`src/hw/pds_defines.vh`:
```
// Register offsets, field positions, code values and reset values of the discovery and power status bank.
`ifndef PDS_DEFINES_VH
`define PDS_DEFINES_VH
`define PDS_ADDR_CH3_DISC  8'h0E
`define PDS_ADDR_CH4_DISC  8'h0F
`define PDS_ADDR_PWR_STATE 8'h10
`define PDS_RESET_BYTE     8'h00
`define PDS_CLS_MSB        7
`define PDS_CLS_LSB        4
`define PDS_DET_MSB        3
`define PDS_DET_LSB        0
`define PDS_PG_LSB         4
`define PDS_PE_LSB         0
`define PDS_CLS_UNKNOWN    4'h0
`define PDS_CLS_RSVD5      4'h5
`define PDS_CLS_ZERO       4'h6
`define PDS_CLS_T1_LIMITED 4'hC
`define PDS_CLS_RSVD14     4'hE
`define PDS_CLS_MISMATCH   4'hF
`define PDS_DET_UNKNOWN    4'h0
`define PDS_DET_RSVD2      4'h2
`define PDS_DET_RSVD7      4'h7
`define PDS_DET_MOS_FAULT  4'hE
`define PDS_ASSIGN_CLS0_AS 3'h3
`define PDS_ALLOC_LOWEST   3'h0
`define PDS_MIN_T1_CLASS   4'h4
`endif

```
`src/hw/pds_class_map.v`:
```
// Maps the requested class result of one channel onto its reported code and assigned class.
`include "pds_defines.vh"

module pds_class_map (
  input  wire [3:0] cls_raw_i,
  input  wire [3:0] det_raw_i,
  input  wire [2:0] alloc_i,
  output reg  [3:0] cls_code_o,
  output reg  [3:0] det_code_o,
  output reg  [2:0] assigned_o
);

  // Filters the class code: reserved 5 reads as class zero, 14 as unknown; lowest allocation forces type-1 limited for class four and up.
  always @* begin
    cls_code_o = cls_raw_i;
    if (cls_raw_i == `PDS_CLS_RSVD5) begin
      cls_code_o = `PDS_CLS_ZERO;
    end else if (cls_raw_i == `PDS_CLS_RSVD14) begin
      cls_code_o = `PDS_CLS_UNKNOWN;
    end
    if (alloc_i == `PDS_ALLOC_LOWEST && cls_raw_i >= `PDS_MIN_T1_CLASS && cls_raw_i != `PDS_CLS_ZERO &&
        cls_raw_i != 4'h7 && cls_raw_i != `PDS_CLS_MISMATCH && cls_raw_i != `PDS_CLS_RSVD5 &&
        cls_raw_i != `PDS_CLS_RSVD14) begin
      cls_code_o = `PDS_CLS_T1_LIMITED;
    end
  end

  // Filters the detection code: reserved codes read as unknown.
  always @* begin
    det_code_o = det_raw_i;
    if (det_raw_i == `PDS_DET_RSVD2 || det_raw_i == `PDS_DET_RSVD7 ||
        (det_raw_i > `PDS_DET_RSVD7 && det_raw_i != `PDS_DET_MOS_FAULT)) begin
      det_code_o = `PDS_DET_UNKNOWN;
    end
  end

  // Assigned class follows the allocation, except a class zero load is given class three.
  always @* begin
    assigned_o = alloc_i;
    if (cls_raw_i == `PDS_CLS_ZERO || cls_raw_i == `PDS_CLS_RSVD5) begin
      assigned_o = `PDS_ASSIGN_CLS0_AS;
    end
  end

endmodule

```
`src/hw/pds_status_bank.v`:
```
// Discovery (channels three and four) and power status (channels one to four) register bank of the power sourcing controller.
//
// How it works
// - Channel 3 discovery reads at 0x0E, channel 4 at 0x0F, one byte each.
// - Discovery byte: requested class in upper nibble, detection in lower nibble.
// - A channel turning off clears its discovery byte to zero.
// - Class codes: 0 unknown, 1-4 classes, 5 reads as class zero, 6 zero.
// - Codes 8-11 are single-signature classes 5-8; 13 is dual-signature class 5.
// - Code 7 overcurrent, 12 type-1 limited, 14 reserved, 15 mismatch.
// - Requested class is the class measured before turn-on.
// - Assigned class is the powered level taken from the allocation setting.
// - Class four or higher at lowest allocation reports the type-1 limited code.
// - A powered class zero load gets assigned class three.
// - Power state at 0x10: power-good in bits 7-4, enabled in bits 3-0.
// - Power-good is one only when on and drain fell below threshold during turn-on.
// - Power-good latches after turn-on; clears only on turn-off or reset.
// - Enabled flag reads one while the channel is on.
// - Turn-off, fault or not, clears both power flags of the channel.
// - Four-pair dual-signature ports update each channel's power flags individually.
// - Four-pair single signature sets power-good only after both channels changed.
// - Four-pair dual signature raises change events per channel.
// - A power flag falling from one to zero raises its change event.
`include "pds_defines.vh"

module pds_status_bank #(
  parameter NCH = 4
) (
  input  wire           clk_i,
  input  wire           resetn_i,
  input  wire [NCH-1:0] ch_on_i,
  input  wire [NCH-1:0] drain_sense_pin_i,
  input  wire [NCH-1:0] turn_on_done_i,
  input  wire [1:0]     four_pair_i,
  input  wire [1:0]     dual_sig_i,
  input  wire [3:0]     ch3_cls_i,
  input  wire [3:0]     ch3_det_i,
  input  wire           ch3_disc_valid_i,
  input  wire [3:0]     ch4_cls_i,
  input  wire [3:0]     ch4_det_i,
  input  wire           ch4_disc_valid_i,
  input  wire [2:0]     alloc_ch3_i,
  input  wire [2:0]     alloc_ch4_i,
  input  wire           reg_rd_i,
  input  wire           reg_wr_i,
  input  wire [7:0]     reg_addr_i,
  input  wire [7:0]     reg_wdata_i,
  output reg  [7:0]     reg_rdata_o,
  output reg            reg_rvalid_o,
  output reg  [2:0]     ch3_assigned_o,
  output reg  [2:0]     ch4_assigned_o,
  output reg  [NCH-1:0] power_good_change_event_o,
  output reg  [NCH-1:0] power_enable_change_event_o
);

  // ---------------------------------------------------------------
  // Storage
  // ---------------------------------------------------------------
  reg  [7:0]     ch3_disc_q;
  reg  [7:0]     ch4_disc_q;
  reg  [NCH-1:0] power_good_flags_q;
  reg  [NCH-1:0] power_enabled_flags_q;
  reg  [NCH-1:0] pg_raw_q;
  reg  [NCH-1:0] pg_seen_q;
  reg  [NCH-1:0] pg_d;
  reg  [NCH-1:0] pg_raw_d;
  reg  [NCH-1:0] pg_seen_d;
  wire [3:0]     ch3_cls_code;
  wire [3:0]     ch3_det_code;
  wire [2:0]     ch3_assigned;
  wire [3:0]     ch4_cls_code;
  wire [3:0]     ch4_det_code;
  wire [2:0]     ch4_assigned;
  integer        i;
  integer        p;

  // ---------------------------------------------------------------
  // Class mapping for channels three and four
  // ---------------------------------------------------------------
  pds_class_map u_map3 (
    .cls_raw_i  (ch3_cls_i),
    .det_raw_i  (ch3_det_i),
    .alloc_i    (alloc_ch3_i),
    .cls_code_o (ch3_cls_code),
    .det_code_o (ch3_det_code),
    .assigned_o (ch3_assigned)
  );

  pds_class_map u_map4 (
    .cls_raw_i  (ch4_cls_i),
    .det_raw_i  (ch4_det_i),
    .alloc_i    (alloc_ch4_i),
    .cls_code_o (ch4_cls_code),
    .det_code_o (ch4_det_code),
    .assigned_o (ch4_assigned)
  );

  // ---------------------------------------------------------------
  // Discovery registers
  // ---------------------------------------------------------------
  // A new result is captured before turn-on; turn-off wins over a capture in the same cycle.
  always @(posedge clk_i) begin
    if (!resetn_i) begin
      ch3_disc_q <= `PDS_RESET_BYTE;
      ch4_disc_q <= `PDS_RESET_BYTE;
    end else begin
      if (!ch_on_i[2] && power_enabled_flags_q[2]) begin
        ch3_disc_q <= `PDS_RESET_BYTE;
      end else if (ch3_disc_valid_i) begin
        ch3_disc_q <= {ch3_cls_code, ch3_det_code};
      end
      if (!ch_on_i[3] && power_enabled_flags_q[3]) begin
        ch4_disc_q <= `PDS_RESET_BYTE;
      end else if (ch4_disc_valid_i) begin
        ch4_disc_q <= {ch4_cls_code, ch4_det_code};
      end
    end
  end

  // Assigned class is reported while the channel is powered and zero otherwise.
  always @(posedge clk_i) begin
    if (!resetn_i) begin
      ch3_assigned_o <= 3'h0;
      ch4_assigned_o <= 3'h0;
    end else begin
      ch3_assigned_o <= ch_on_i[2] ? ch3_assigned : 3'h0;
      ch4_assigned_o <= ch_on_i[3] ? ch4_assigned : 3'h0;
    end
  end

  // ---------------------------------------------------------------
  // Power-good qualification
  // ---------------------------------------------------------------
  // The raw flag latches once turn-on completes with drain below threshold; four-pair single-signature pairs gate the visible flag.
  always @* begin
    pg_raw_d  = pg_raw_q;
    pg_seen_d = pg_seen_q;
    for (i = 0; i < NCH; i = i + 1) begin
      if (!ch_on_i[i]) begin
        pg_raw_d[i]  = 1'b0;
        pg_seen_d[i] = 1'b0;
      end else begin
        if (drain_sense_pin_i[i]) begin
          pg_seen_d[i] = 1'b1;
        end
        if (turn_on_done_i[i] && (pg_seen_q[i] || drain_sense_pin_i[i])) begin
          pg_raw_d[i] = 1'b1;
        end
      end
    end
    pg_d = pg_raw_d;
    for (p = 0; p < 2; p = p + 1) begin
      if (four_pair_i[p] && !dual_sig_i[p] && !(pg_raw_d[2*p] && pg_raw_d[2*p+1])) begin
        pg_d[2*p]   = pg_raw_d[2*p] & power_good_flags_q[2*p];
        pg_d[2*p+1] = pg_raw_d[2*p+1] & power_good_flags_q[2*p+1];
      end
    end
  end

  // Power flags and change events; the power-good flags take the pair-gated pg_d.
  always @(posedge clk_i) begin
    if (!resetn_i) begin
      pg_raw_q                    <= {NCH{1'b0}};
      pg_seen_q                   <= {NCH{1'b0}};
      power_good_flags_q          <= {NCH{1'b0}};
      power_enabled_flags_q       <= {NCH{1'b0}};
      power_good_change_event_o   <= {NCH{1'b0}};
      power_enable_change_event_o <= {NCH{1'b0}};
    end else begin
      pg_raw_q                    <= pg_raw_d;
      pg_seen_q                   <= pg_seen_d;
      power_good_flags_q          <= pg_d;
      power_enabled_flags_q       <= ch_on_i;
      power_good_change_event_o   <= power_good_flags_q & ~pg_d;
      power_enable_change_event_o <= power_enabled_flags_q & ~ch_on_i;
    end
  end

  // ---------------------------------------------------------------
  // Host read port
  // ---------------------------------------------------------------
  // Reads answer one cycle later; writes are ignored and unmapped codes read zero.
  always @(posedge clk_i) begin
    if (!resetn_i) begin
      reg_rdata_o  <= `PDS_RESET_BYTE;
      reg_rvalid_o <= 1'b0;
    end else begin
      reg_rvalid_o <= reg_rd_i && !reg_wr_i;
      if (reg_rd_i && !reg_wr_i) begin
        case (reg_addr_i)
          `PDS_ADDR_CH3_DISC:  reg_rdata_o <= ch3_disc_q;
          `PDS_ADDR_CH4_DISC:  reg_rdata_o <= ch4_disc_q;
          `PDS_ADDR_PWR_STATE: reg_rdata_o <= {power_good_flags_q, power_enabled_flags_q};
          default:             reg_rdata_o <= `PDS_RESET_BYTE;
        endcase
      end
    end
  end

endmodule

```
`config.mk`:
```
export PLATFORM = sky130hd
export DESIGN_NAME = pds_status_bank
export DESIGN_NICKNAME = d
export VERILOG_FILES = /design/src/hw/pds_class_map.v /design/src/hw/pds_status_bank.v
export VERILOG_INCLUDE_DIRS = /design/src /design/src/hw
export SDC_FILE = /design/constraint.sdc
export NUM_CORES = 1
export LEC_CHECK = 0
export ABC_AREA = 1
export BUFFER_PORTS_ARGS = -buffer_cell sky130_fd_sc_hd__buf_2
export CAP_MARGIN = 5
export CORE_ASPECT_RATIO = 1.2
export CORE_MARGIN = 1
export CORE_UTILIZATION = 40
export CTS_BUF_LIST = sky130_fd_sc_hd__clkbuf_4
export DETAILED_ROUTE_END_ITERATION = 6
export GPL_ROUTABILITY_DRIVEN = 0
export HOLD_SLACK_MARGIN = 0.05
export PLACE_DENSITY = 0.64
export SETUP_SLACK_MARGIN = 0.5
export SYNTH_ARGS = -nofsm -noshare
export SYNTH_HDL_FRONTEND = slang
export SYNTH_SLANG_ARGS = --single-unit
```
`constraint.sdc`:
```
create_clock -name clk_i -period 1.35 [get_ports clk_i]
set_input_delay 0.135 -clock clk_i [delete_from_list [all_inputs] [get_ports clk_i]]
set_output_delay 0.135 -clock clk_i [all_outputs]
set_load 0.02 [all_outputs]
```
==> flow_metrics.env, run 1 <==
export IMPL_status="finished, final reports clean"
export IMPL_wl_mm=5.802
export IMPL_root_buffer="clkbuf_4"
export IMPL_grt_max_degree=18
export IMPL_synth_most_common_cell="nand2_1"
export IMPL_drc=0
export IMPL_cts_tree="yes"
export IMPL_path_depth=1
export IMPL_final_layout_size_suffix_gt1_frac=0.4126
export IMPL_holdWs_ns=0.02274
export IMPL_crit_buf_inv=1
export IMPL_vias=2420
export IMPL_max_freq_mhz=1002
export IMPL_setup_worst_path_class="flop to output port"
export IMPL_start_util=0.4141
export IMPL_syn_nets=378
export IMPL_rows=30
export IMPL_clkTransAtPathRegs_ns=0.16
export IMPL_htree_levels=2
export IMPL_synth_avg_cell_area_sq_um=7.381
export IMPL_timing_setup_tns_ns=0
export IMPL_synth_cell_types=24
export IMPL_setup_slack_ns=0.3522
export IMPL_end_kind="output port"
export IMPL_critPathRequiredTime_ns=1.22
export IMPL_groute_usage_overall=0.1824
export IMPL_dieArea_sq_um=6180
export IMPL_yosys_area_top_type="dfxtp_1"
export IMPL_grt_pass1_wl_mm=8.956
export IMPL_post_route_util=0.6318
export IMPL_tightest_slew_ns=0.3739
export IMPL_vias_per_cell=4.754
export IMPL_drv_slew=0
export IMPL_synth_commonest_cells="nand2_1, dfxtp_1, nand3_1, inv_1, nor2_1"
export IMPL_vdd_drop_max_mv=0.5242
export IMPL_nets=488
export IMPL_cts_hold_buffers=28
export IMPL_synth_edf_count=0
export IMPL_maxCapViolCount=0
export IMPL_critPathMaxStageDelay_ns=0.37
export IMPL_powerDensity_nw_per_um2=840.5
export IMPL_skew_ns=0.01743
export IMPL_port_buffers=74
export IMPL_crit_arrival_ns=0.86
export IMPL_cts_max_path_buffers=2
export IMPL_cts_buffers=5
export IMPL_yosys_warnings=0
export IMPL_syn_cell_area_sq_um=2347
export IMPL_syn_inst=318
export IMPL_clock_sinks=55
export IMPL_crit_slowest_cell="dfxtp_2"
export IMPL_relSlewSlack=0.7481
export IMPL_seq_area_frac_synth=0.4691
export IMPL_core_area_sq_um=5668
export IMPL_holdPathStages=3
export IMPL_grt_pass1_vias=2151
export IMPL_synth_top_area_share=0.4691
export IMPL_p_leak_nw=1.638
export IMPL_antenna_found_initial=0
export IMPL_path_delay_family="flip-flops"
export IMPL_wl_per_cell_um=11.40
export IMPL_die_h_um=85.92
export IMPL_rsz0062_at_grt="true"
export IMPL_worst_setup_path_start_kind="flop"
export IMPL_first_pass_iters=4
export IMPL_ys_ff_latch=55
export IMPL_period_minus_slack_ns=0.9978
export IMPL_syn2layout_area_growth_pct=52.56
export IMPL_clk_latency_ns=0.38
export IMPL_overflow=0
export IMPL_synth_ff_type="dfxtp_1"
export IMPL_ant_nets=0
export IMPL_worstPathMaxFanout=2
export IMPL_antenna_cells=0
export IMPL_ff2ff_path_depth=6
export IMPL_die_x_um=71.93
export IMPL_min_path_type="input pin to flop"
export IMPL_dp_hpwl_mm=3.880
export IMPL_setup_viol=0
export IMPL_post_route_period_util=0.7391
export IMPL_critical_path_cell_chain="buf_6"
export IMPL_async_flop_share=0
export IMPL_hold_viol=0
export IMPL_synth_area_leaders="dfxtp_1, nand2_1, nand3_1, inv_1, a21oi_1"
export IMPL_fillers=488
export IMPL_pin_count=83
export IMPL_drt_iter0_markers=94
export IMPL_post_place_ws_ns=0.1769
-- state kept, by name, summed over array words and instances, names as in the netlist --
signal,count
ch3_disc_q,8
ch4_disc_q,8
reg_rdata_o,8
pg_raw_q,4
pg_seen_q,4
power_enable_change_event_o,4
power_enabled_flags_q,4
power_good_change_event_o,4
power_good_flags_q,4
ch3_assigned_o,3
ch4_assigned_o,3
reg_rvalid_o,1
-- layer usage --
| metal | up-vias | routed length [um] | GRT usage |
|---|---|---|---|
| li1 | 1258 | - | - |
| met1 | 1099 | 2447 | 0.2128 |
| met2 | 52 | 3071 | 0.3336 |
| met3 | 11 | 186 | 0.03290 |
| met4 | 0 | 97 | 0.05882 |
| met5 | - | 0 | 0 |
-- metrics by stage --
stage	instances	power, W	instance area (sq um)
2_1_floorplan	318	0.001987	2415
3_3_place_gp	467	0.002146	2853
3_5_place_dp	467	0.002153	2853
4_1_cts	503	0.002992	3412
5_1_grt	509	0.003149	3581
6_report	509	0.003010	3581
-- what timing repair did --
action                     in CTS  in global routing
setup buffers                   0                  6
resized for setup              98                 33
setup endpoints to repair      43                 54
hold endpoints to repair       35                  4
pin swaps                       5                  7
-- worst reg2reg max path, delay by kind of cell (launching register included) --
| kind | cells | cell delay (ns) |
|---|---|---|
| AOI/OAI and AO/OA | 2 | 0.23 |
| buffers and inverters | 1 | 0.05 |
| DFF | 1 | 0.37 |
| and+or+nand+nor | 3 | 0.25 |
-- placed cells by master (no fill, tap or decap), types with 2 or more instances in the layout --
master / synthesis / routed
a21boi_2: 0 / 2
a21oi_1: 25 / 22
a21oi_2: 9 / 11
a31oi_1: 3 / 3
buf_2: 2 / 51
buf_4: 0 / 5
buf_6: 2 / 24
clkbuf_4: 0 / 6
clkinv_4: 0 / 2
dfxtp_1: 55 / 19
dfxtp_2: 0 / 35
dlygate4sd3_1: 0 / 28
inv_1: 39 / 36
inv_2: 4 / 2
inv_8: 0 / 2
nand2_1: 65 / 60
nand2_2: 0 / 3
nand2_4: 1 / 2
nand3_1: 42 / 36
nand3_2: 0 / 6
nor2_1: 30 / 27
nor2_2: 0 / 3
nor2_8: 2 / 2
nor3_1: 6 / 4
nor3_2: 0 / 2
o21ai_0: 22 / 4
o21ai_1: 0 / 7
o21ai_2: 0 / 9
o21ai_4: 0 / 2
-- where the power goes --
part | switching [W] | internal, W | leakage (nW) | total [W]
Clock | 0.000511 | 0.000232 | 0.0358 | 0.000744
Combinational | 0.000281 | 0.000243 | 1.14 | 0.000524
Sequential | 0.0000448 | 0.00170 | 0.466 | 0.00174
Total | 0.000837 | 0.00217 | 1.64 | 0.00301
-- layout make-up --
| class | instances | area, sq um | share of cell area |
|---|---|---|---|
| multi-input combinational | 213 | 1202 | 0.3358 |
| sequential | 55 | 1149 | 0.3208 |
| timing repair buffer | 109 | 863.3 | 0.2411 |
| inverter | 44 | 203.9 | 0.05695 |
| tap | 80 | 100.1 | 0.02795 |
| clock buffer | 6 | 45.04 | 0.01258 |
| clock inverter | 2 | 17.52 | 0.004892 |
-- cell families after synthesis --
family | count (synthesis) | share of synthesized area
compound gates | 63 | 0.1546
simple gates | 150 | 0.2889
flops | 55 | 0.4691
buf+inv | 50 | 0.08742
-- path summary, 6_finish.rpt --
kind                            slack (ns)                              to                      from
worst max register to register        0.38           power_good_flags_q[2]              pg_seen_q[3]
worst max-delay path                  0.35                  reg_rdata_o[2]            reg_rdata_o[2]
worst min-delay path                  0.02                     pg_raw_q[0]         turn_on_done_i[0]
worst min register to register        0.45  power_enable_change_event_o[0]  power_enabled_flags_q[0]
Power figures use the tool's default switching activity.
==> inputs of run 2 (changes only) <==
--- a/config.mk
+++ b/config.mk
@@ -6,7 +6,7 @@
 export SDC_FILE = /design/constraint.sdc
 export NUM_CORES = 1
 export LEC_CHECK = 0
-export ABC_AREA = 1
+export ABC_AREA = 0
 export BUFFER_PORTS_ARGS = -buffer_cell sky130_fd_sc_hd__buf_2
 export CAP_MARGIN = 5
 export CORE_ASPECT_RATIO = 1.2
@@ -16,7 +16,7 @@
 export DETAILED_ROUTE_END_ITERATION = 6
 export GPL_ROUTABILITY_DRIVEN = 0
 export HOLD_SLACK_MARGIN = 0.05
-export PLACE_DENSITY = 0.64
+export PLACE_DENSITY = 0.65
 export SETUP_SLACK_MARGIN = 0.5
 export SYNTH_ARGS = -nofsm -noshare
 export SYNTH_HDL_FRONTEND = slang
==> constraint.sdc (replaced) <==
create_clock -name clk_i -period 1 [get_ports clk_i]
set_input_delay 0.1 -clock clk_i [delete_from_list [all_inputs] [get_ports clk_i]]
set_output_delay 0.1 -clock clk_i [all_outputs]
set_load 0.02 [all_outputs]
==> run 2 against run 1 <==
The flow now finishes with violations (negative hold slack, negative setup slack). Register-to-register slack got worse by 0.46 ns. Sequential cell count stayed put. Final cell count decreased by 19%. Global-route usage rose by 0.25 points. First-iteration DRC count is 8.5% higher. Critical path type is now flop to flop. Largest cell class unchanged. Area after synthesis is 3.0% lower. Wire length shrank 9.0%. Count of clock-buffer cells in the layout is 1 lower. Non-clock buffer count shrank 10. Clock skew decreased by 0.0045 ns.
==> flow_metrics.env, run 2 <==
export IMPL_drv_slew=0
export IMPL_timing_setup_tns_ns=-0.2463
export IMPL_power_frac_comb=0.173
export IMPL_cts_max_path_buffers=2
export IMPL_ys_ff_latch=55
export IMPL_power_w=0.004028
export IMPL_hold_viol=13
export IMPL_start_util=0.4240
export IMPL_end_kind="flop"
export IMPL_htree_levels=2
export IMPL_maxCapViolCount=0
export IMPL_stdcell_area_sq_um=3432
export IMPL_synth_cell_types=37
export IMPL_synth_top_area_share=0.4835
export IMPL_dieArea_sq_um=6000
export IMPL_grt_pass1_wl_mm=8.694
export IMPL_wl_per_cell_um=12.78
export IMPL_cts_buffers=5
export IMPL_vias=2085
export IMPL_tightest_slew_ns=0.3659
export IMPL_async_flop_share=0
export IMPL_worst_setup_path_start_kind="flop"
export IMPL_max_freq_mhz=925.3
export IMPL_vdd_drop_max_mv=0.8875
export IMPL_min_path_type="input pin to flop"
export IMPL_grt_pass1_vias=1964
export IMPL_groute_usage_overall=0.1849
export IMPL_synth_most_common_cell="dfxtp_1"
export IMPL_syn_nets=310
export IMPL_cts_tree="yes"
export IMPL_fillers=457
export IMPL_p_switching_w=0.001099
export IMPL_seq_area_frac_synth=0.4835
export IMPL_place_area_sq_um=2853
export IMPL_period_minus_slack_ns=1.081
export IMPL_skew_ns=0.01297
export IMPL_synth_edf_count=0
export IMPL_yosys_area_top_type="dfxtp_1"
export IMPL_p_leak_nw=1.454
export IMPL_setup_slack_ns=-0.08070
export IMPL_rsz0062_at_grt="true"
export IMPL_rows=29
export IMPL_clkTransAtPathRegs_ns=0.16
export IMPL_clockPowerShare=0.249
export IMPL_yosys_warnings=0
export IMPL_powerDensity_nw_per_um2=1174
export IMPL_status="finished with violations"
export IMPL_root_buffer="clkbuf_4"
export IMPL_pwr_share_seq=0.578
export IMPL_port_buffers=74
export IMPL_wl_mm=5.280
export IMPL_largestRegisters="ch3_disc_q: 8 flops, ch4_disc_q: 8 flops, reg_rdata_o: 8 flops"
export IMPL_die_x_um=70.88
export IMPL_cellInternalPower_w=0.002929
export IMPL_drt_iter0_markers=102
export IMPL_final_cell_mix="buf_2, dfxtp_2, buf_6"
export IMPL_post_route_period_util=1.081
export IMPL_syn_inst=250
export IMPL_critPathRequiredTime_ns=1.29
export IMPL_holdWs_ns=-0.1210
export IMPL_clock_sinks=55
export IMPL_synth_ff_type="dfxtp_1"
export IMPL_startpoint="pg_seen_q[3]"
export IMPL_pin_count=83
export IMPL_grt_max_degree=19
export IMPL_crit_arrival_ns=1.38
export IMPL_setup_viol=4
export IMPL_ant_nets=0
export IMPL_final_layout_size_suffix_gt1_frac=0.5954
export IMPL_vias_per_cell=5.048
export IMPL_syn_cell_area_sq_um=2277
export IMPL_synth_avg_cell_area_sq_um=9.109
export IMPL_syn2layout_area_growth_pct=50.71
export IMPL_dp_hpwl_mm=3.826
export IMPL_synth_commonest_cells="dfxtp_1, nor2_1, nand2_1, nand2b_1, a21oi_1"
export IMPL_violations="negative hold slack, negative setup slack"
export IMPL_antenna_found_initial=0
export IMPL_setup_worst_path_class="flop to flop"
export IMPL_nets=410
export IMPL_final_common_cell="buf_2"
export IMPL_antenna_cells=0
export IMPL_relSlewSlack=0.7554
export IMPL_switching_share=0.2729
export IMPL_drc=0
export IMPL_worstPathMaxFanout=2
export IMPL_die_h_um=84.65
export IMPL_min_from="ch_on_i[0]"
export IMPL_first_pass_iters=6
export IMPL_post_place_ws_ns=-0.1759
export IMPL_synth_area_leaders="dfxtp_1, nor2_1, mux2_2, nand2_1, nand2b_1"
export IMPL_clk_latency_ns=0.38
export IMPL_core_area_sq_um=5370
export IMPL_r2r_start="pg_seen_q[3]"
export IMPL_overflow=0
-- run 2: path summary, 6_finish.rpt --
kind	to	slack [ns]	cells past startpoint
worst max-delay path	power_good_flags_q[3]	-0.08	4
worst min-delay path	power_enable_change_event_o[0]	-0.12	2
worst max register to register	power_good_flags_q[3]	-0.08	4
worst min register to register	power_enable_change_event_o[0]	0.45	2
-- run 2: final cells by class --
class	instances	area, sq um	share of cell area
tap	62	77.57	0.02260
sequential	55	1152	0.3358
clock inverter	3	23.77	0.006927
multi-input combinational	180	1356	0.3952
timing repair buffer	99	750.7	0.2187
clock buffer	5	37.54	0.01094
inverter	9	33.78	0.009843
-- run 2: metal layers --
metal	vias to the layer above	track usage	wire length [um]
met4	0	0.06000	68
met5	-	0	0
met1	965	0.2245	2335
met2	46	0.3191	2674
li1	1069	-	-
met3	5	0.04562	202
-- run 2: cells by family (layout without fill, tap and decap cells) --
| kind of cell | after synthesis | in the layout | share of synthesized area |
|---|---|---|---|
| flops | 55 | 55 | 0.4835 |
| xor+xnor | 1 | 1 | 0.003847 |
| buf+inv | 15 | 116 | 0.02967 |
| mux | 14 | 14 | 0.06594 |
| compound gates | 57 | 57 | 0.1725 |
| simple gates | 108 | 108 | 0.2445 |
-- run 2: what timing repair did --
| item | CTS | global route |
|---|---|---|
| setup endpoints to repair | 70 | 71 |
| buffers inserted | 4 | 10 |
| pin swaps | 20 | 7 |
| hold endpoints to repair | 36 | 35 |
| gates resized for setup | 107 | 27 |
-- run 2: power groups by stage --
stage	Sequential, W	Clock [W]	Combinational, W
3_3_place_gp	0.00236	0	0.000540
3_5_place_dp	0.00236	0	0.000549
4_1_cts	0.00233	0.00103	0.000631
6_report	0.00233	0.00100	0.000697
5_1_grt	0.00234	0.00114	0.000761
2_1_floorplan	0.00237	0	0.000272
-- run 2: critical path: stages (launching register included) --
cell and delay, ns:
dfxtp_2 0.35, o21a_1 0.19, o21ai_2 0.15, nor2_2 0.07, o31a_1 0.23
-- run 2: stage by stage --
stage / hold slack (ns) / cells / utilization
final: -0.1210 / 413 / 0.6391
after global routing: -0.1499 / 413 / 0.6391
after CTS: -0.1407 / 403 / 0.6062
after detailed placement: 0.2868 / 391 / 0.5312
after global placement: 0.2908 / 391 / 0.5312
after floorplan: 0.1695 / 250 / -
==> inputs of run 3 (changes only) <==
--- a/config.mk
+++ b/config.mk
@@ -11,12 +11,12 @@
 export CAP_MARGIN = 5
 export CORE_ASPECT_RATIO = 1.2
 export CORE_MARGIN = 1
-export CORE_UTILIZATION = 40
+export CORE_UTILIZATION = 50
 export CTS_BUF_LIST = sky130_fd_sc_hd__clkbuf_4
 export DETAILED_ROUTE_END_ITERATION = 6
 export GPL_ROUTABILITY_DRIVEN = 0
 export HOLD_SLACK_MARGIN = 0.05
-export PLACE_DENSITY = 0.65
+export PLACE_DENSITY = 0.79
 export SETUP_SLACK_MARGIN = 0.5
 export SYNTH_ARGS = -nofsm -noshare
 export SYNTH_HDL_FRONTEND = slang
==> run 3 against run 2 <==
Register-to-register slack worse by 0.02 ns. Final cell count is 1.7% lower. The flow still finishes with violations (negative hold slack, negative setup slack). Wire length grew 21%. Critical path depth unchanged. Sequential cell count unchanged. Worst setup slack worse by 0.025 ns. Via count is 6.3% higher. Sequential power barely moved. Largest cell class unchanged. Utilization grew 15 points. Clock skew increased by 0.0067 ns.
==> flow_metrics.env, run 3 (synthesis results as in run 2) <==
export IMPL_cts_max_path_buffers=2
export IMPL_period_minus_slack_ns=1.106
export IMPL_min_from="ch_on_i[0]"
export IMPL_timing_setup_tns_ns=-0.3875
export IMPL_drc=0
export IMPL_rows=26
export IMPL_maxCapViolCount=0
export IMPL_die_x_um=63.61
export IMPL_post_route_period_util=1.106
export IMPL_violations="negative hold slack, negative setup slack"
export IMPL_holdPathStages=2
export IMPL_ff2ff_path_depth=4
export IMPL_setup_slack_ns=-0.1057
export IMPL_holdPathEnd="power_enable_change_event_o[0]"
export IMPL_final_layout_size_suffix_gt1_frac=0.5971
export IMPL_clk_latency_ns=0.39
export IMPL_worst_setup_path_start_kind="flop"
export IMPL_die_h_um=75.93
export IMPL_overflow=0
export IMPL_critPathRequiredTime_ns=1.31
export IMPL_grt_pass1_wl_mm=9.880
export IMPL_powerDensity_nw_per_um2=1193
export IMPL_status="finished with violations"
export IMPL_groute_usage_overall=0.2610
export IMPL_clock_sinks=55
export IMPL_dp_hpwl_mm=3.908
export IMPL_end_kind="flop"
export IMPL_vias_per_cell=5.461
export IMPL_min_path_type="input pin to flop"
export IMPL_vias=2217
export IMPL_core_area_sq_um=4327
export IMPL_holdWs_ns=-0.1245
export IMPL_nets=409
export IMPL_htree_levels=2
export IMPL_pin_count=83
export IMPL_dp_cells=385
export IMPL_p_leak_nw=1.453
export IMPL_skew_ns=0.01963
export IMPL_worstPathMaxFanout=2
export IMPL_wl_mm=6.376
export IMPL_port_buffers=74
export IMPL_start_util=0.5263
export IMPL_max_freq_mhz=904.4
export IMPL_r2r_start="pg_seen_q[1]"
export IMPL_cts_tree="yes"
export IMPL_final_cell_mix="buf_2, dfxtp_2, buf_6"
export IMPL_crit_arrival_ns=1.41
export IMPL_drv_slew=0
export IMPL_grt_max_degree=19
export IMPL_tightest_slew_ns=0.3439
export IMPL_stdcell_count=406
export IMPL_wl_per_cell_um=15.70
export IMPL_largestRegisters="ch3_disc_q: 8 flops, ch4_disc_q: 8 flops, reg_rdata_o: 8 flops"
export IMPL_root_buffer="clkbuf_4"
export IMPL_fillers=285
export IMPL_vdd_drop_max_mv=1.009
export IMPL_r2r_setup_slack_ns=-0.11
export IMPL_drt_iter0_markers=90
export IMPL_antenna_found_initial=0
export IMPL_clkTransAtPathRegs_ns=0.17
export IMPL_relSlewSlack=0.7707
export IMPL_antenna_cells=0
export IMPL_first_pass_iters=5
export IMPL_setup_viol=4
export IMPL_final_common_cell="buf_2"
export IMPL_dieArea_sq_um=4829
export IMPL_regToRegEndpoint="power_good_flags_q[1]"
export IMPL_hold_viol=14
export IMPL_grt_pass1_vias=2104
export IMPL_cts_buffers=5
export IMPL_ant_nets=0
export IMPL_rsz0062_at_grt="true"
export IMPL_syn2layout_area_growth_pct=50.06
export IMPL_setup_worst_path_class="flop to flop"
[run 3: cell count changes in the layout (fill, tap and decap cells not counted), moves of 2 or more]
cell | before | now
a21oi_1 | 0 | 3
a21oi_2 | 11 | 8
buf_8 | 1 | 3
dfxtp_1 | 14 | 12
dfxtp_2 | 41 | 43
nand2_1 | 24 | 21
nand2_2 | 0 | 3
nor2_2 | 6 | 8
[run 3: layer usage]
metal	global-route usage	routed length, um	share of wire	up-vias
li1	-	-	-	1075
met1	0.3118	2560	0.40	1045
met2	0.4638	3303	0.52	82
met3	0.05120	320	0.050	15
met4	0.07500	192	0.030	0
met5	0	0	0	-
[run 3: worst max path at each step]
stage,startpoint,end,slack [ns],cells after the start
floorplan,pg_seen_q[0],power_good_flags_q[0],0.0008,4
global placement,reg_addr_i[5],reg_rdata_o[7],-0.11,6
detailed placement,reg_addr_i[5],reg_rdata_o[6],-0.17,6
CTS,pg_seen_q[0],power_good_flags_q[1],-0.05,4
global route,pg_seen_q[1],power_good_flags_q[1],-0.14,4
finish,pg_seen_q[1],power_good_flags_q[1],-0.11,4
[run 3: power breakdown]
| part | internal [W] | total [W] | switching [W] |
|---|---|---|---|
| Sequential | 0.00228 | 0.00234 | 0.0000541 |
| Combinational | 0.000365 | 0.000725 | 0.000360 |
| Clock | 0.000286 | 0.00102 | 0.000731 |
| Total | 0.00293 | 0.00408 | 0.00115 |
[run 3: through the flow]
stage | total power (W) | setup WS, ns | util | cell area [sq um]
global placement | 0.002889 | -0.1096 | 0.6576 | 2845
CTS | 0.004005 | -0.05320 | 0.7721 | 3341
floorplan | 0.002644 | 0.0008454 | - | 2364
finish | 0.004078 | -0.1057 | 0.7898 | 3417
global route | 0.004249 | -0.1405 | 0.7898 | 3417
detailed placement | 0.002906 | -0.1658 | 0.6576 | 2845
[run 3: worst max-delay path, stage by stage, from the launching register on]
cell     delay (ns)
dfxtp_2        0.36
o21a_1         0.19
o21ai_2        0.17
nor2_2         0.07
o31a_1         0.23
[run 3: repair_timing]
item / CTS / global route
endpoints found under the hold margin: 34 / 32
setup buffers: 11 / 2
resized for setup: 119 / 19
endpoints found under the setup margin: 70 / 70
pin swaps: 25 / 10
[run 3: cell type report]
class / count / area, sq um / area share
flip-flops and latches: 55 / 1155 / 0.3380
repair buffers: 98 / 757.0 / 0.2215
clock inverters: 3 / 22.52 / 0.006591
multi-input cells: 180 / 1341 / 0.3925
clock buffers: 5 / 37.54 / 0.01098
well taps: 56 / 70.07 / 0.02051
inverters: 9 / 33.78 / 0.009886
